File: src/inc/part_id_pkg.sv
// package: map, field layout and carriers of the part identification bank
package part_id_pkg;

    // memory-mapped byte addresses
    localparam logic [31:0] ADDR_LOT_SERIAL   = 32'hFFFF0238;
    localparam logic [31:0] ADDR_PART_REV     = 32'hFFFF023C;
    localparam logic [31:0] ADDR_ASM_LOW      = 32'hFFFF0560;
    localparam logic [31:0] ADDR_TIMER_LOAD   = 32'hFFFF0320;
    localparam logic [31:0] ADDR_FAMILY       = 32'hFFFF0E10;

    // reset values before the power-on load
    localparam logic [31:0] LOT_SERIAL_RST    = 32'h00000000;
    localparam logic [31:0] PART_REV_RST      = 32'h00000000;
    localparam logic [31:0] ASM_LOW_RST       = 32'h00000000;
    localparam logic [31:0] TIMER_LOAD_RST    = 32'h00000000;
    localparam logic [15:0] FAMILY_RST        = 16'h0000;

    // field positions
    localparam int WAFER_MSB   = 31;
    localparam int WAFER_LSB   = 27;
    localparam int PLANT_MSB   = 26;
    localparam int PLANT_LSB   = 22;
    localparam int FABHI_MSB   = 21;
    localparam int FABHI_LSB   = 16;
    localparam int LOTNUM_MSB  = 15;
    localparam int MASK_MSB    = 31;
    localparam int MASK_LSB    = 28;
    localparam int KREV_MSB    = 27;
    localparam int KREV_LSB    = 20;
    localparam int KMINOR_MSB  = 19;
    localparam int KMINOR_LSB  = 16;
    localparam int PARTID_MSB  = 15;
    localparam int FAMID_MSB   = 3;

    // legal field ranges
    localparam logic [4:0] WAFER_MIN   = 5'h01;
    localparam logic [4:0] WAFER_MAX   = 5'h18;
    localparam logic [3:0] MASK_MIN    = 4'h1;
    localparam logic [3:0] ASCII_UPPER = 4'h4;

    typedef enum logic [1:0] {
        ST_LOAD = 2'b01,
        ST_RUN  = 2'b10
    } id_state_t;

    // traceability image handed over by the kernel at power-on
    typedef struct packed {
        logic        prerelease;
        logic [31:0] lot_serial;
        logic [31:0] part_rev;
        logic [31:0] asm_low;
        logic [31:0] asm_high;
        logic [15:0] family;
    } trace_t;

    typedef struct packed {
        logic        rd;
        logic        wr;
        logic [31:0] addr;
        logic [31:0] wdata;
    } reg_req_t;

    typedef struct packed {
        logic [31:0] lot_serial;
        logic [31:0] part_rev;
        logic [31:0] asm_low;
        logic [31:0] timer_load;
        logic [15:0] family;
    } id_regs_t;

endpackage : part_id_pkg

File: src/hw/part_id_bank.sv
// part identification register bank with power-on load and register access
// Functional notes
// both serial registers loaded after power-on
// lot serial top five bits: wafer 1..24
// lot serial bits 26:22: fabrication plant
// lot serial bits 21:16: upper lot id
// lot serial low 16 bits: lot number
// revision top nibble: mask revision 1..15
// revision bits 27:20: kernel revision ascii
// bits 19:16 zero unless prerelease sample
// revision low 16 bits: part id
// assembly lot low half in register
// timer load holds assembly lot high half
// family register loaded at power-up
// values hold until software overwrites them
`timescale 1ns/1ps
module part_id_bank
    import part_id_pkg::*;
(
    // clock and reset
    input  wire logic        CLK,
    input  wire logic        RST,
    // kernel traceability image
    input  wire trace_t      TRACE,
    // memory-mapped register access
    input  wire reg_req_t    REG_REQ,
    output logic [31:0]      REG_RDATA,
    output logic             REG_RVALID,
    // status
    output logic             ID_LOADED,
    output logic             ID_FAULT
);

    id_state_t   state;
    id_state_t   next_state;
    id_regs_t    regs;
    id_regs_t    next_regs;
    logic [31:0] rdata;
    logic [31:0] next_rdata;
    logic        rvalid;
    logic        next_rvalid;
    logic        fault;
    logic        next_fault;

    // address decode to a register index; 0 means unmapped
    function automatic logic [2:0] decode(input logic [31:0] a);
        if (a == ADDR_LOT_SERIAL)
            decode = 3'h1;
        else if (a == ADDR_PART_REV)
            decode = 3'h2;
        else if (a == ADDR_ASM_LOW)
            decode = 3'h3;
        else if (a == ADDR_TIMER_LOAD)
            decode = 3'h4;
        else if (a == ADDR_FAMILY)
            decode = 3'h5;
        else
            decode = 3'h0;
    endfunction : decode

    // production parts keep the minor-revision field clear
    function automatic logic [31:0] rev_clean(input logic [31:0] v,
                                              input logic pre);
        rev_clean = v;
        if (!pre)
        begin
            rev_clean[KMINOR_MSB:KMINOR_LSB] = 4'h0;
        end
    endfunction : rev_clean

    // identity sanity: wafer 1..24 and mask revision 1..15
    function automatic logic bad_id(input id_regs_t r);
        logic [4:0] w;
        logic [3:0] m;
        w = r.lot_serial[WAFER_MSB:WAFER_LSB];
        m = r.part_rev[MASK_MSB:MASK_LSB];
        bad_id = (w < WAFER_MIN) || (w > WAFER_MAX) || (m < MASK_MIN);
    endfunction : bad_id

    always_comb
    begin
        next_state  = state;
        next_regs   = regs;
        next_rdata  = rdata;
        next_rvalid = 1'b0;
        case (state)
            ST_LOAD:
            begin
                // one-shot image load, bus traffic is ignored meanwhile
                next_regs.lot_serial = TRACE.lot_serial;
                next_regs.part_rev   =
                    rev_clean(TRACE.part_rev, TRACE.prerelease);
                next_regs.asm_low    = TRACE.asm_low;
                next_regs.timer_load = TRACE.asm_high;
                next_regs.family     = TRACE.family;
                next_state           = ST_RUN;
            end
            ST_RUN:
            begin
                // only a software write changes a register after load
                if (REG_REQ.wr)
                begin
                    case (decode(REG_REQ.addr))
                        3'h1: next_regs.lot_serial = REG_REQ.wdata;
                        3'h2: next_regs.part_rev   = REG_REQ.wdata;
                        3'h3: next_regs.asm_low    = REG_REQ.wdata;
                        3'h4: next_regs.timer_load = REG_REQ.wdata;
                        3'h5: next_regs.family     = REG_REQ.wdata[15:0];
                        default: next_regs = regs;
                    endcase
                end
                if (REG_REQ.rd)
                begin
                    next_rvalid = 1'b1;
                    case (decode(REG_REQ.addr))
                        3'h1: next_rdata = regs.lot_serial;
                        3'h2: next_rdata = regs.part_rev;
                        3'h3: next_rdata = regs.asm_low;
                        3'h4: next_rdata = regs.timer_load;
                        3'h5: next_rdata = {16'h0000, regs.family};
                        default: next_rdata = 32'h00000000;
                    endcase
                end
            end
            default:
            begin
                next_state = ST_LOAD;
            end
        endcase
        next_fault = bad_id(next_regs);
    end

    always_ff @(posedge CLK or posedge RST)
    begin
        if (RST)
        begin
            state            <= ST_LOAD;
            regs.lot_serial  <= LOT_SERIAL_RST;
            regs.part_rev    <= PART_REV_RST;
            regs.asm_low     <= ASM_LOW_RST;
            regs.timer_load  <= TIMER_LOAD_RST;
            regs.family      <= FAMILY_RST;
            rdata            <= 32'h00000000;
            rvalid           <= 1'b0;
            fault            <= 1'b0;
        end
        else
        begin
            state  <= next_state;
            regs   <= next_regs;
            rdata  <= next_rdata;
            rvalid <= next_rvalid;
            fault  <= next_fault;
        end
    end

    assign REG_RDATA  = rdata;
    assign REG_RVALID = rvalid;
    assign ID_LOADED  = (state == ST_RUN);
    assign ID_FAULT   = fault;

    logic req_lot;
    logic req_rev;
    logic rd_taken;
    logic wr_timer;
    assign req_lot  = REG_REQ.rd && (REG_REQ.addr == ADDR_LOT_SERIAL);
    assign req_rev  = REG_REQ.rd && (REG_REQ.addr == ADDR_PART_REV);
    assign rd_taken = REG_REQ.rd && ID_LOADED;
    assign wr_timer = REG_REQ.wr && (REG_REQ.addr == ADDR_TIMER_LOAD);

    property p_reset_default;
        @(posedge CLK) disable iff (RST)
        (state == ST_LOAD) |-> (regs.lot_serial == LOT_SERIAL_RST)
            && (regs.part_rev == PART_REV_RST);
    endproperty
    a_reset_default: assert property (p_reset_default)
        else $error("serial registers not at default before load");

    property p_lot_load;
        @(posedge CLK) disable iff (RST)
        (state == ST_LOAD) |=> (regs.lot_serial == $past(TRACE.lot_serial))
            && ID_LOADED;
    endproperty
    a_lot_load: assert property (p_lot_load)
        else $error("lot serial not loaded from image");

    property p_wafer_range;
        @(posedge CLK) disable iff (RST)
        ID_LOADED && !ID_FAULT |->
            (regs.lot_serial[WAFER_MSB:WAFER_LSB]
                inside {[WAFER_MIN:WAFER_MAX]})
            && (regs.part_rev[MASK_MSB:MASK_LSB] != 4'h0);
    endproperty
    a_wafer_range: assert property (p_wafer_range)
        else $error("wafer or mask out of range without fault");

    property p_lot_fields;
        @(posedge CLK) disable iff (RST)
        ID_LOADED && req_lot |=> REG_RVALID
            && (REG_RDATA[PLANT_MSB:PLANT_LSB]
                == $past(regs.lot_serial[PLANT_MSB:PLANT_LSB]))
            && (REG_RDATA[FABHI_MSB:FABHI_LSB]
                == $past(regs.lot_serial[FABHI_MSB:FABHI_LSB]))
            && (REG_RDATA[LOTNUM_MSB:0]
                == $past(regs.lot_serial[LOTNUM_MSB:0]));
    endproperty
    a_lot_fields: assert property (p_lot_fields)
        else $error("lot serial fields read back wrong");

    property p_rev_fields;
        @(posedge CLK) disable iff (RST)
        ID_LOADED && req_rev |=> REG_RVALID
            && (REG_RDATA[KREV_MSB:KREV_LSB]
                == $past(regs.part_rev[KREV_MSB:KREV_LSB]))
            && (REG_RDATA[MASK_MSB:MASK_LSB]
                == $past(regs.part_rev[MASK_MSB:MASK_LSB]));
    endproperty
    a_rev_fields: assert property (p_rev_fields)
        else $error("revision fields read back wrong");

    property p_wafer_read;
        @(posedge CLK) disable iff (RST)
        ID_LOADED && req_lot |=> REG_RVALID
            && (REG_RDATA[WAFER_MSB:WAFER_LSB]
                == $past(regs.lot_serial[WAFER_MSB:WAFER_LSB]));
    endproperty
    a_wafer_read: assert property (p_wafer_read)
        else $error("wafer number read back wrong");

    property p_part_id;
        @(posedge CLK) disable iff (RST)
        ID_LOADED && req_rev |=> REG_RVALID
            && (REG_RDATA[PARTID_MSB:0] == $past(regs.part_rev[PARTID_MSB:0]))
            && (REG_RDATA[KMINOR_MSB:KMINOR_LSB]
                == $past(regs.part_rev[KMINOR_MSB:KMINOR_LSB]));
    endproperty
    a_part_id: assert property (p_part_id)
        else $error("part id or minor field read back wrong");

    // fault must track both range limits, not only the wafer field
    property p_fault_flag;
        @(posedge CLK) disable iff (RST)
        ID_LOADED |-> ID_FAULT
            == (!(regs.lot_serial[WAFER_MSB:WAFER_LSB]
                  inside {[WAFER_MIN:WAFER_MAX]})
                || (regs.part_rev[MASK_MSB:MASK_LSB] == 4'h0));
    endproperty
    a_fault_flag: assert property (p_fault_flag)
        else $error("fault flag disagrees with stored identity");

    property p_minor_clear;
        @(posedge CLK) disable iff (RST)
        (state == ST_LOAD) && !TRACE.prerelease |=>
            (regs.part_rev[KMINOR_MSB:KMINOR_LSB] == 4'h0)
            && (regs.part_rev[PARTID_MSB:0]
                == $past(TRACE.part_rev[PARTID_MSB:0]));
    endproperty
    a_minor_clear: assert property (p_minor_clear)
        else $error("minor revision not cleared on production part");

    property p_asm_load;
        @(posedge CLK) disable iff (RST)
        (state == ST_LOAD) |=> (regs.asm_low == $past(TRACE.asm_low))
            && (regs.timer_load == $past(TRACE.asm_high))
            && (regs.family == $past(TRACE.family));
    endproperty
    a_asm_load: assert property (p_asm_load)
        else $error("assembly lot or family not loaded");

    property p_hold;
        @(posedge CLK) disable iff (RST)
        ID_LOADED && !REG_REQ.wr |=> $stable(regs);
    endproperty
    a_hold: assert property (p_hold)
        else $error("identification changed without a write");

    property p_unmapped;
        @(posedge CLK) disable iff (RST)
        ID_LOADED && REG_REQ.rd && (decode(REG_REQ.addr) == 3'h0)
            |=> REG_RVALID && (REG_RDATA == 32'h00000000);
    endproperty
    a_unmapped: assert property (p_unmapped)
        else $error("unmapped read not zero");

    property p_minor_keep;
        @(posedge CLK) disable iff (RST)
        (state == ST_LOAD) && TRACE.prerelease
            |=> (regs.part_rev == $past(TRACE.part_rev));
    endproperty
    a_minor_keep: assert property (p_minor_keep)
        else $error("prerelease minor revision not kept");

    property p_timer_write;
        @(posedge CLK) disable iff (RST)
        ID_LOADED && wr_timer |=> (regs.timer_load == $past(REG_REQ.wdata));
    endproperty
    a_timer_write: assert property (p_timer_write)
        else $error("timer load write not taken");

    property p_family_read;
        @(posedge CLK) disable iff (RST)
        ID_LOADED && REG_REQ.rd && (REG_REQ.addr == ADDR_FAMILY)
            |=> REG_RVALID && (REG_RDATA == {16'h0000, $past(regs.family)});
    endproperty
    a_family_read: assert property (p_family_read)
        else $error("family register read back wrong");

    // one answer per taken read, none for requests dropped during load
    property p_rvalid_pulse;
        @(posedge CLK) disable iff (RST)
        REG_RVALID == $past(rd_taken);
    endproperty
    a_rvalid_pulse: assert property (p_rvalid_pulse)
        else $error("read valid not paired with a taken read");

    c_load: cover property (@(posedge CLK) disable iff (RST)
        (state == ST_LOAD) ##1 ID_LOADED);
    c_read_rev: cover property (@(posedge CLK) disable iff (RST)
        ID_LOADED && req_rev ##1 REG_RVALID);
    c_write_timer: cover property (@(posedge CLK) disable iff (RST)
        ID_LOADED && wr_timer);
    c_fault: cover property (@(posedge CLK) disable iff (RST)
        ID_LOADED && ID_FAULT);
    c_prerelease: cover property (@(posedge CLK) disable iff (RST)
        (state == ST_LOAD) && TRACE.prerelease ##1 ID_LOADED);

endmodule : part_id_bank

File: config.mk
export PLATFORM = sky130hd
export DESIGN_NAME = part_id_bank
export DESIGN_NICKNAME = d
export VERILOG_FILES = /design/src/inc/part_id_pkg.sv /design/src/hw/part_id_bank.sv
export SDC_FILE = /design/constraint.sdc
export NUM_CORES = 1
export LEC_CHECK = 0
export BUFFER_PORTS_ARGS = -buffer_cell sky130_fd_sc_hd__buf_2
export CAP_MARGIN = 30
export CORE_MARGIN = 8
export CORE_UTILIZATION = 43
export CTS_CLUSTER_DIAMETER = 50
export CTS_CLUSTER_SIZE = 20
export DETAILED_ROUTE_END_ITERATION = 8
export GPL_TIMING_DRIVEN = 0
export PLACE_DENSITY = 0.67
export SLEW_MARGIN = 20
export SYNTH_ARGS = -nofsm -noshare
export SYNTH_HDL_FRONTEND = slang
export SYNTH_SLANG_ARGS = --single-unit
File: constraint.sdc
create_clock -name CLK -period 11.6 [get_ports CLK]
set_input_delay 2.32 -clock CLK [delete_from_list [all_inputs] [get_ports CLK]]
set_output_delay 2.32 -clock CLK [all_outputs]
set_load 0.005 [all_outputs]
* After elaboration in Yosys (flattened, before gate mapping)
Cells that the tools add are included.
** Storage, ports and cells
- Output and inout port bits :: 35
- Word-level logic and storage cells :: 67
- Input bits :: 213
- Bits in registers :: 180
** Cells by class
- Equality and inequality tests :: 23
- Reduce and logical (&&, ||, !) cells :: 9
- $lt $le $gt $ge :: 3
- Mux-type cells :: 21
** Operators by type and width (number)
- 144-bit one-hot mux with 2 select lines :: 1
- 32-bit equality test (second input constant) :: 5
- 32-bit one-hot mux with 5 select lines :: 1
- 144-bit 2-to-1 mux :: 1
- 32-bit 2-to-1 mux :: 4
- 3-bit 2-to-1 mux :: 9
- 16-bit 2-to-1 mux :: 1
- 3-bit AND reduction :: 5
- 3-bit by 2-bit equality test with 1-bit output (second input constant) :: 4
- 3-bit equality test (second input constant) :: 4
- 2-bit by 1-bit inequality test with 1-bit output (second input constant) :: 5
- 3-bit by 1-bit equality test with 1-bit output (second input constant) :: 2
- 5-bit greater-than comparator (second input constant) :: 1
- 5-bit by 1-bit < comparator with 1-bit output (second input constant) :: 1
- 4-bit by 1-bit < comparator with 1-bit output (second input constant) :: 1
- 4-bit 2-to-1 mux :: 1
- 2-bit one-hot mux with 2 select lines :: 1
- 2-bit by 1-bit equality test with 1-bit output (second input constant) :: 1
- 2-bit equality test (second input constant) :: 1
- 1-bit logical OR :: 2
- 1-bit 2-to-1 mux :: 2
- 2-bit inequality test (second input constant) :: 1
- 2-bit AND reduction :: 1
- 2-bit nonzero test :: 1

* Logic depth before layout (Yosys ltp)
Gate-level depths: netlist of the first run.
- Depth in word-level cells :: 15
- Gate-level depth with buffers :: 10

* Least setup slack after synthesis of the first run
No wires, ideal clock.
- Path kind :: in2reg
- From :: in REG_REQ[44] (netlist bit)
- To :: reg regs[82] (netlist bit)
- Slack :: 7452 ps
- Arrival :: 4004 ps
- Setup time :: 145 ps
- Path buffers :: 3
- Stages :: 9
- Cell sequence :: or4b_4 nor4_4 and4_1 buf_4 a21oi_2 buf_6 buf_2 nand2_1 o31ai_2
** On the way
- Word-level cells in the longest chain between the ends :: 11
- Elaborated cells between the ends (all ways) :: 15
** RTL lines
- start: declaration :: RTL line part_id_bank.sv:26 : input wire reg_req_t REG_REQ,
- 32-bit equality test :: RTL line part_id_bank.sv:55 : else if (a == ADDR_FAMILY)
- 3-bit 2-to-1 mux :: RTL line part_id_bank.sv:55
- 3-bit 2-to-1 mux :: RTL line part_id_bank.sv:53 : else if (a == ADDR_TIMER_LOAD)
- 3-bit 2-to-1 mux :: RTL line part_id_bank.sv:51 : else if (a == ADDR_ASM_LOW)
- 3-bit 2-to-1 mux :: RTL line part_id_bank.sv:49 : else if (a == ADDR_PART_REV)
- 3-bit 2-to-1 mux (*) :: RTL line part_id_bank.sv:47 : if (a == ADDR_LOT_SERIAL)
- 3-bit 2-to-1 mux (*) :: RTL line part_id_bank.sv:101 : if (REG_REQ.wr)
- 3-bit 2-to-1 mux (*) :: RTL line part_id_bank.sv:86 : case (state)
- 3-bit by 2-bit equality test with 1-bit output (*) :: RTL line part_id_bank.sv:103 : case (decode(REG_REQ.addr))
- 2-bit by 1-bit inequality test with 1-bit output (no line) (*)
- 3-bit AND reduction (no line) (*)
- end signal: assignment :: RTL line part_id_bank.sv:150 : regs <= next_regs;
- end: declaration :: RTL line part_id_bank.sv:36 : id_regs_t regs;
Every way passes the cells marked *; elsewhere a longest branch is shown, timed or not. The select of a mux whose other input is x is not followed.
A chain may end at the register's enable or synchronous reset.

* Final worst setup path of the first run
- From :: in REG_REQ[40] (netlist bit)
- To :: reg regs[2] (netlist bit)
** On the way
- Word-level cells in the longest chain between the ends :: 11
- Elaborated cells between the ends (all ways) :: 15
** RTL lines (RTL line)
- 32-bit equality test :: part_id_bank.sv:55
- 3-bit 2-to-1 mux :: part_id_bank.sv:55
- 3-bit 2-to-1 mux :: part_id_bank.sv:53
- 3-bit 2-to-1 mux :: part_id_bank.sv:51
- 3-bit 2-to-1 mux :: part_id_bank.sv:49
- 3-bit 2-to-1 mux (*) :: part_id_bank.sv:47
- 3-bit 2-to-1 mux (*) :: part_id_bank.sv:101
- 3-bit 2-to-1 mux (*) :: part_id_bank.sv:86
- 3-bit equality test (*) :: part_id_bank.sv:103
- 2-bit by 1-bit inequality test with 1-bit output (no line) (*)
- 3-bit AND reduction (no line) (*)
Marked as above.

==> metrics.yaml, run 1 <==
layout:
  fin_area_sq_um: 11600
  n_antenna_cell: 0
  nets: 1435
  nFillCells: 1976
  syn2layout_area_growth_pct: 24.7
  drive_gt1_frac: 0.284
synthesis:
  synth_top_family_by_area: "compound AO/OA/AOI/OAI gates"
  muxShareOfSynthArea: 0.0172
  yosys_warnings: 0
  seq_area_frac_synth: 0.483
  synthArstFlopShare: 1.00
  avgSynthCellArea_sq_um: 9.80
  synth-main-ff-cell: "dfrtp_1"
  synthSimpleGateAreaFrac: 0.140
  synth_top_cells_by_count: "dfrtp_1, nand2_1, o31ai_1, a21oi_1, a22oi_1"
  post_synth_num_cell_types: 52
  yosys.area_share.xor_xnor: 0
  synthTopCellsByArea: "dfrtp_1, o31ai_1, nand2_1"
  ys_ff_latch: 180
  synthCells: 952
  synth_enable_flop_cells: 0
  synth.most_common_cell: "dfrtp_1"
  synthAdderAreaFrac: 0.00268
  yosysTopAreaCell: "dfrtp_1"
  syn_area_sq_um: 9330
  synth_compound_area_frac: 0.304
  yosys.area.top_type_share: 0.480
  syn-num-nets: 1167
timing:
  fmax_mhz: 229
  rsz0062_at_grt: "no"
  hold_violations: 0
  slew_headroom: 0.391
  tns_ps: 0
  whs_ps: 470
  finalSetupViolations: 0
  final.period_utilization: 0.377
  fin_skew_ps: 7.36
  maxSlewViolCount: 0
  tightest_slew_ps: 913
  post-route-min-period_ps: 4380
global_route:
  grt_pass1_wl_um: 56400
  gr-usage-all-layers: 0.279
  grt_max_degree: 71
  antenna_found_initial: 2
  grt_pass1_vias: 9766
  gr-total-overflow: 0
floorplanning:
  rows: 54
  die_h_um: 163
  ios: 248
  initial_core_util: 0.433
  core_area_sq_um: 21600
  die_area_sq_um: 26700
  die_w_um: 163
placed_design:
  place_congestion: 0.923
  place_area_sq_um: 11000
  dp_hpwl_um: 27700
  numPortBuffers: 247
outcome:
  status: "finished, final reports clean"
setup_path:
  crit_path_cell_trace: "buf_2, nor4b_2, nor4b_1, o2111ai_2, nor3_2, nor2_1, clkbuf_1, nand2_1, o31ai_1"
  critical_path_class: "in2reg"
  critical-path-slowest-cell: "nor4b_1"
  critPathArrivalTime_ps: 4670
  crit_path_start_kind: "input port"
  critPathRequiredTime_ps: 11890
  crit_buf_inv: 2
  worst_setup_path_end_kind: "register"
  cpPeakStageDelay_ps: 470
  critPathMaxFanout: 10
  critical_path.top_delay_family: "simple AND/OR/NAND/NOR gates"
cts:
  clock_path_buffers: 2
  cts_resized: 0
  cts_setup_buffers: 0
  ctsHoldBuffers: 0
  cts_made_buffers: 17
  cts_tree: "built"
  ctsHtreeMaxLevel: 4
  clk_pin_slew_ps: 70
  tritoncts_num_sinks: 180
  clk_latency_ps: 440
  ctsRootBufferMaster: "clkbuf_16"
routing:
  post_drt_wl_per_cell_um: 24.7
  viasPerCell: 6.23
  wl_met3_um: 4070
  vias: 9424
  wl_met2_um: 17100
  drt_iter0_drc: 1126
  highest_layer: "met5"
  ant_nets: 0
  wl_um: 37400
  drt-met1-wl_um: 14800
  drt-pass1-iter-count: 6
  remaining_drc_errors: 0
job:
  drv_cap: 0
pwr:
  power_leakage_uw: 0.00546
  power_uw: 1440
  ir_worst_vdd_mv: 0.0626
  powerDensity_nw_per_um2: 124
min_path:
  hp-class: "reg2reg"
## worst reg2reg max path, stage by stage (launching register included)
cell,delay (ps)
dfstp_2,540
inv_1,50
ha_1,300
clkbuf_1,340
clkbuf_1,460
clkbuf_1,490
clkbuf_1,520
o31ai_1,190
## flip-flops by register name, indices dropped and copies added, names as in the netlist
signal,cells
ID_FAULT,1
REG_RDATA,32
REG_RVALID,1
regs,144
state,2
## final timing paths
kind	start	to	slack [ps]	cells after the start
max	REG_REQ[40]	regs[2]	7220	9
min	REG_RDATA[25]	REG_RDATA[25]	470	2
max reg2reg	state[0]	regs[2]	8570	7
min reg2reg	REG_RDATA[25]	REG_RDATA[25]	470	2
max in group asynchronous	RST	state[0]	8680	4
min in group asynchronous	RST	regs[104]	1880	2
## per-stage QoR
step	setup WS, ps	cells	utilization
floorplan	4390	952	-
global placement	2110	1479	0.507
detailed placement	6830	1481	0.510
CTS	7270	1513	0.540
global route	7080	1513	0.540
finish	7220	1513	0.540
## layout by cell type (no fill, tap or decap), types with 2 or more instances in the layout
cell / n
buf_2: 274
dfrtp_1: 179
nand2_1: 169
o31ai_1: 123
a21oi_1: 80
a22oi_1: 62
clkbuf_1: 55
and3_1: 34
a22o_1: 34
o21ai_0: 23
clkbuf_16: 17
a221oi_1: 16
mux2i_1: 16
a222oi_1: 16
o31ai_2: 12
o21ai_1: 11
buf_6: 9
and4_1: 6
inv_1: 6
nor2_1: 6
nand4_1: 5
buf_4: 5
nand3_1: 5
bufinv_16: 5
a21oi_2: 4
nand4bb_1: 4
o211ai_1: 4
clkinv_4: 4
and2_1: 3
nor2b_1: 3
nand2b_1: 3
nor4_1: 3
nand3b_1: 3
nand4b_1: 2
or4_1: 2
a31oi_1: 2
ha_1: 2
clkinv_2: 2
clkbuf_8: 2
buf_16: 2
## cell families (layout without fill, tap and decap cells)
group | Yosys count | in the layout
AOI/OAI and AO/OA | 392 | 392
adders and majority gates | 2 | 2
buffers and inverters | 102 | 383
DFF | 180 | 180
muxes | 16 | 16
and+or+nand+nor | 260 | 260
## per-layer routing
| layer | global-route usage | up-vias |
|---|---|---|
| met1 | 0.360 | 4554 |
| met4 | 0.131 | 4 |
| met2 | 0.426 | 601 |
| li1 | - | 4179 |
| met3 | 0.0789 | 86 |
| met5 | 0 | - |
## power breakdown
part           switching [uW]  internal (uW)
Sequential               15.3            654
Clock                     255            395
Combinational            68.5           51.1
Total                     339           1100
## cell type report
cell class                      count  area (sq um)  area share
Sequential cell                   180          4510       0.387
Multi-Input combinational cell    670          4330       0.372
Timing Repair Buffer              249          1290       0.111
Buffer                             95           477      0.0409
Clock buffer                       20           457      0.0392
Tap cell                          280           350      0.0301
Clock inverter                     12           203      0.0174
Inverter                            7          33.8     0.00290
No activity file was read; power rests on OpenSTA's default activity.
==> inputs of run 2 (changes only) <==
Clock period 11.6 ns to 4.1 ns, I/O delays scaled along.
==> run 2 against run 1 <==
Sequential power rose to 2.8 times the previous value. Sequential share of layout area fell by 0.26 points. Utilization rose by 0.37 points. Design area rose by 0.68%. Global-route usage fell by 0.35 points. Clock skew rose by 2.0 ps. Sequential cell count did not move. Wire length fell by 0.13%. Critical path depth fell by 2. First-iteration DRC count fell by 13%.
==> metrics.yaml, run 2 (synthesis results as in run 1) <==
outcome:
  status: "finished, final reports clean"  # unchanged
timing:
  fmax_mhz: 323
  hold_violations: 0  # unchanged
  rsz0062_at_grt: "no"  # unchanged
  finalSetupViolations: 0  # unchanged
  tightest_slew_ps: 929  # was 913 ps
  final.period_utilization: 0.755
  fin_skew_ps: 9.39  # was 7.36 ps
  slew_headroom: 0.381  # was 0.391
  post-route-min-period_ps: 3090
  maxSlewViolCount: 0  # unchanged
setup_path:
  critPathArrivalTime_ps: 3390  # was 4670 ps
  critPathRequiredTime_ps: 4390  # was 11890 ps
  crit_path_start_kind: "register"  # was input port
  critical_path_class: "reg2reg"  # was in2reg
  worst_setup_path_end_kind: "register"  # unchanged
  critPathMaxFanout: 10  # unchanged
global_route:
  grt_pass1_vias: 9702  # was 9766
  antenna_found_initial: 1  # was 2
  grt_max_degree: 34  # was 71
  gr-total-overflow: 0  # unchanged
  gr-usage-all-layers: 0.276  # was 0.279
  grt_pass1_wl_um: 55500  # was 56400 um
placed_design:
  numPortBuffers: 247  # unchanged
  dp_hpwl_um: 27800  # was 27700 um
  place_area_sq_um: 11000  # about the same
  place_congestion: 0.936  # was 0.923
  dpl.cell_count: 1485  # was 1481
cts:
  cts_resized: 0  # unchanged
  cts_tree: "built"  # unchanged
  tritoncts_num_sinks: 180  # unchanged
  clk_latency_ps: 440  # about the same
  clk_pin_slew_ps: 70  # about the same
  clock_path_buffers: 2  # unchanged
  ctsHoldBuffers: 0  # unchanged
  cts_setup_buffers: 0  # unchanged
  cts_made_buffers: 17  # unchanged
  ctsHtreeMaxLevel: 4  # unchanged
  ctsRootBufferMaster: "clkbuf_16"  # unchanged
layout:
  drive_gt1_frac: 0.287  # was 0.284
  largest_reg_flops: 144  # unchanged
  nets: 1439  # was 1435
  fin_area_sq_um: 11700  # was 11600 sq um
  stdcell_count: 1517  # was 1513
  syn2layout_area_growth_pct: 25.6  # was 24.7%
  n_antenna_cell: 0  # unchanged
  mostFrequentLayoutCells: "buf_2, dfrtp_1, nand2_1"  # unchanged
  nFillCells: 1973  # was 1976
  mostFrequentLayoutCell: "buf_2"  # unchanged
  regMostFlops: "regs"  # unchanged
routing:
  remaining_drc_errors: 0  # unchanged
  vias: 9450  # was 9424
  post_drt_wl_per_cell_um: 24.6  # was 24.7 um
  drt-pass1-iter-count: 5  # was 6
  wl_um: 37300  # was 37400 um
  drt_iter0_drc: 978  # was 1126
  ant_nets: 0  # unchanged
  viasPerCell: 6.23  # about the same
floorplanning:
  die_h_um: 163  # unchanged
  die_area_sq_um: 26700  # unchanged
  initial_core_util: 0.433  # unchanged
  core_area_sq_um: 21600  # unchanged
  die_w_um: 163  # unchanged
  rows: 54  # unchanged
  ios: 248  # unchanged
pwr:
  power_uw: 4140  # was 1440 uW
  ir_worst_vdd_mv: 0.192  # was 0.0626 mV
  power_leakage_uw: 0.00549  # was 0.00546 uW
  powerDensity_nw_per_um2: 354  # was 124 nW/um^2
min_path:
  hp-class: "in2async"  # was reg2reg
job:
  drv_cap: 0  # unchanged
run 2: cell types whose count changed in the layout (fill, tap and decap cells not counted), sizes merged:
cell	before	now
bufinv	5	6
inv	7	9
clkinv	6	3
buf	290	294
clkbuf	74	71
clkinvlp	1	4
run 2: stage by stage:
step / hold WS, ps / util / setup WS, ps / setup TNS (ps)
CTS: 247 / 0.544 / 1120 / 0
global route: 247 / 0.544 / 888 / 0
finish: 247 / 0.544 / 1010 / 0
detailed placement: 467 / 0.512 / 855 / 0
global placement: 460 / 0.507 / -293 / -50240
floorplan: 447 / - / 972 / 0
run 2: area by class of cell:
class                   count  area [sq um]  area share
repair buffers            253          1360       0.116
clock buffers              17           425      0.0363
well taps                 280           350      0.0299
flip-flops and latches    180          4510       0.384
plain buffers              95           477      0.0407
inverters                   7          30.0     0.00256
multi-input cells         670          4330       0.369
clock inverters            15           251      0.0215
run 2: path summary, 6_finish.rpt:
check	slack, ps	cells past startpoint	from	end
setup / recovery	1010	7	state[0]	regs[45]
hold reg to reg	480	2	REG_RDATA[25]	REG_RDATA[25]
setup reg to reg	1010	7	state[0]	regs[45]
max in group asynchronous	2750	6	RST	REG_RDATA[12]
min in group CLK	480	2	REG_RDATA[25]	REG_RDATA[25]
hold / removal	250	2	RST	REG_RDATA[24]
run 2: worst max-delay path: stages, from the launching register on:
cell and delay (ps):
dfstp_2 540, inv_1 50, ha_1 310, clkbuf_1 340, clkbuf_1 460, clkbuf_1 480
clkbuf_1 570, o31ai_1 180
run 2: power by group:
group	switching, uW	internal [uW]	total (uW)
Combinational	195	150	346
Sequential	43.5	1850	1890
Clock	756	1150	1910
run 2: metal layers:
layer / global-route usage / vias up / share of wire
met5: 0 / - / 0.00021
met2: 0.430 / 547 / 0.46
li1: - / 4185 / -
met1: 0.351 / 4639 / 0.40
met4: 0.111 / 2 / 0.034
met3: 0.0857 / 77 / 0.10
==> inputs of run 3 (changes only) <==
Settings changed: ABC_AREA set to 1.
Clock period 4.1 ns to 3 ns, I/O delays scaled along.
==> run 3 against run 2 <==
Design area grew 6.4%. Sequential share of layout area decreased by 2.3 points. Synthesized cell count increased by 51%. First-iteration DRC count grew 19%. Die area rose by 7.5%. Critical path depth grew 1. Area after synthesis is 8.3% higher. Critical path type unchanged.
==> metrics.yaml, run 3 <==
synthesis:
  synth_top_cells_by_count: "nand2_1, dfrtp_1, inv_1, o21ai_0, nand3_1"  # was dfrtp_1, nand2_1, o31ai_1, a21oi_1, a22oi_1
  avgSynthCellArea_sq_um: 7.03  # was 9.80 sq um
  synth_compound_area_frac: 0.144  # was 0.304
  synth_enable_flop_cells: 0  # unchanged
  ys_ff_latch: 180  # unchanged
  synthCells: 1439  # was 952
  synthTopCellsByArea: "dfrtp_1, nand2_1, o21ai_0"  # was dfrtp_1, o31ai_1, nand2_1
  muxShareOfSynthArea: 0.0178  # was 0.0172
  synth_top_family_by_area: "simple AND/OR/NAND/NOR gates"  # was compound AO/OA/AOI/OAI gates
  synth.most_common_cell: "nand2_1"  # was dfrtp_1
  yosysTopAreaCell: "dfrtp_1"  # unchanged
  yosys.area_share.xor_xnor: 0  # unchanged
  yosys_warnings: 0  # unchanged
  syn-num-nets: 1654  # was 1167
  seq_area_frac_synth: 0.446  # was 0.483
  syn_area_sq_um: 10100  # was 9330 sq um
  synthAdderAreaFrac: 0.00247  # was 0.00268
  post_synth_num_cell_types: 34  # was 52
  synthSimpleGateAreaFrac: 0.294  # was 0.140
  synth-main-ff-cell: "dfrtp_1"  # unchanged
  yosys.area.top_type_share: 0.443  # was 0.480
  synthArstFlopShare: 1.00  # unchanged
timing:
  final.period_utilization: 0.927  # was 0.755
  hold_violations: 0  # unchanged
  fmax_mhz: 360  # was 323 MHz
  finalSetupViolations: 0  # unchanged
  rsz0062_at_grt: "no"  # unchanged
  slew_headroom: 0.348  # was 0.381
  fin_skew_ps: 8.73  # was 9.39 ps
  maxSlewViolCount: 0  # unchanged
  setup_ws_ps: 219  # was 1010 ps
  tightest_slew_ps: 973  # was 929 ps
  post-route-min-period_ps: 2780  # was 3090 ps
floorplanning:
  rows: 56  # was 54
  initial_core_util: 0.435  # was 0.433
  die_h_um: 169  # was 163 um
  core_area_sq_um: 23300  # was 21600 sq um
  die_area_sq_um: 28700  # was 26700 sq um
  ios: 248  # unchanged
  die_w_um: 169  # was 163 um
setup_path:
  critPathRequiredTime_ps: 3310  # was 4390 ps
  r2r-start: "state[0]"  # unchanged
  critPathMaxFanout: 10  # unchanged
  crit_start: "state[0]"  # unchanged
  worst_setup_path_end_kind: "register"  # unchanged
  critPathArrivalTime_ps: 3090  # was 3390 ps
  critical_path_class: "reg2reg"  # unchanged
  crit_path_start_kind: "register"  # unchanged
layout:
  stdcell_count: 2045  # was 1517
  largest_reg_flops: 144  # unchanged
  mostFrequentLayoutCells: "nand2_1, buf_2, dfrtp_1"  # was buf_2, dfrtp_1, nand2_1
  nets: 1926  # was 1439
  drive_gt1_frac: 0.207  # was 0.287
  utilization: 0.536  # was 0.544
  syn2layout_area_growth_pct: 23.3  # was 25.6%
  mostFrequentLayoutCell: "nand2_1"  # was buf_2
  regMostFlops: "regs"  # unchanged
global_route:
  grt_pass1_vias: 10600  # was 9702
  grt_max_degree: 33  # was 34
  gr-total-overflow: 0  # unchanged
  gr-usage-all-layers: 0.271  # was 0.276
  antenna_found_initial: 1  # unchanged
  grt_pass1_wl_um: 60100  # was 55500 um
routing:
  viasPerCell: 5.34  # was 6.23
  drt_iter0_drc: 1166  # was 978
  remaining_drc_errors: 0  # unchanged
  post_drt_wl_per_cell_um: 19.1  # was 24.6 um
  ant_nets: 0  # unchanged
  vias: 10900  # was 9450
  wl_um: 39100  # was 37300 um
  drt-pass1-iter-count: 5  # unchanged
cts:
  ctsRootBufferMaster: "clkbuf_16"  # unchanged
  cts_setup_buffers: 0  # unchanged
  ctsHoldBuffers: 0  # unchanged
  clk_pin_slew_ps: 70  # about the same
  cts_resized: 0  # unchanged
  cts_made_buffers: 17  # unchanged
  cts_tree: "built"  # unchanged
  clk_latency_ps: 440  # about the same
  ctsHtreeMaxLevel: 4  # unchanged
  tritoncts_num_sinks: 180  # unchanged
  clock_path_buffers: 2  # unchanged
placed_design:
  numPortBuffers: 247  # unchanged
  dp_hpwl_um: 29600  # was 27800 um
  dpl.cell_count: 2011  # was 1485
  post-place-ws_ps: 43.6  # was 855 ps
  place_congestion: 0.927  # was 0.936
outcome:
  status: "finished, final reports clean"  # unchanged
min_path:
  hp-class: "in2async"  # unchanged
pwr:
  ir_worst_vdd_mv: 0.379  # was 0.192 mV
  powerDensity_nw_per_um2: 427  # was 354 nW/um^2
  power_leakage_uw: 0.00626  # was 0.00549 uW
  power_uw: 5330  # was 4140 uW
job:
  drv_cap: 0  # unchanged
==> run 3: cell types whose count changed in the layout (fill, tap and decap cells not counted), sizes merged, moves of 34 or more <==
cell	before	now
a22oi	62	0
and3	34	0
inv	9	166
o31ai	135	0
nand2	169	558
o21ai	34	203
a22o	34	0
nand3	5	96
==> run 3: logic make-up after synthesis <==
group,Yosys count
AO/OA/AOI/OAI,274
flip-flops,180
adder cells (fa/ha/maj),2
multiplexers,16
buffers and inverters,250
AND/OR/NAND/NOR,717
==> run 3: final timing paths <==
check | to | slack (ps) | cells after the start
worst min-delay path | regs[62] | 140 | 2
max in group asynchronous | state[0] | 2070 | 4
worst max register to register | regs[63] | 220 | 8
worst max-delay path | regs[63] | 220 | 8
min in group CLK | REG_RDATA[21] | 470 | 2
worst min register to register | REG_RDATA[21] | 470 | 2
==> run 3: area by class of cell <==
| class | instances | area [sq um] |
|---|---|---|
| plain buffers | 88 | 370 |
| well taps | 319 | 399 |
| inverters | 162 | 616 |
| clock buffers | 18 | 439 |
| multi-input cells | 1009 | 4640 |
| diodes | 2 | 5.00 |
| fillers | 2320 | 10800 |
| clock inverters | 14 | 141 |
| repair buffers | 253 | 1360 |
| flip-flops and latches | 180 | 4510 |
==> run 3: power breakdown <==
| group | total [uW] | leakage [uW] | internal, uW | switching [uW] |
|---|---|---|---|---|
| Sequential | 2580 | 0.00217 | 2530 | 50.9 |
| Clock | 2270 | 0.000278 | 1190 | 1080 |
| Combinational | 486 | 0.00381 | 199 | 287 |
==> run 3: critical path, cell delays in order (launching register included) <==
cell      delay (ps)
dfstp_2          540
inv_1             50
ha_1             260
clkbuf_1         280
clkbuf_1         640
clkbuf_1         580
a21oi_1          120
nand2_1          110
o21ai_1           70
==> run 3: per-stage QoR <==
| step | TNS [ps] | hold slack [ps] | area, sq um |
|---|---|---|---|
| after CTS | 0 | 142 | 12500 |
| after detailed placement | 0 | 460 | 11900 |
| after global placement | -209580 | 458 | 11800 |
| after global routing | 0 | 157 | 12500 |
| after floorplan | 0 | 453 | 10100 |
| final | 0 | 142 | 12500 |
==> run 3: metal layers <==
| metal | GRT usage | part of all wire |
|---|---|---|
| met1 | 0.369 | 0.42 |
| met2 | 0.420 | 0.45 |
| met3 | 0.0614 | 0.098 |
| met4 | 0.0931 | 0.028 |
| met5 | 0 | 0 |
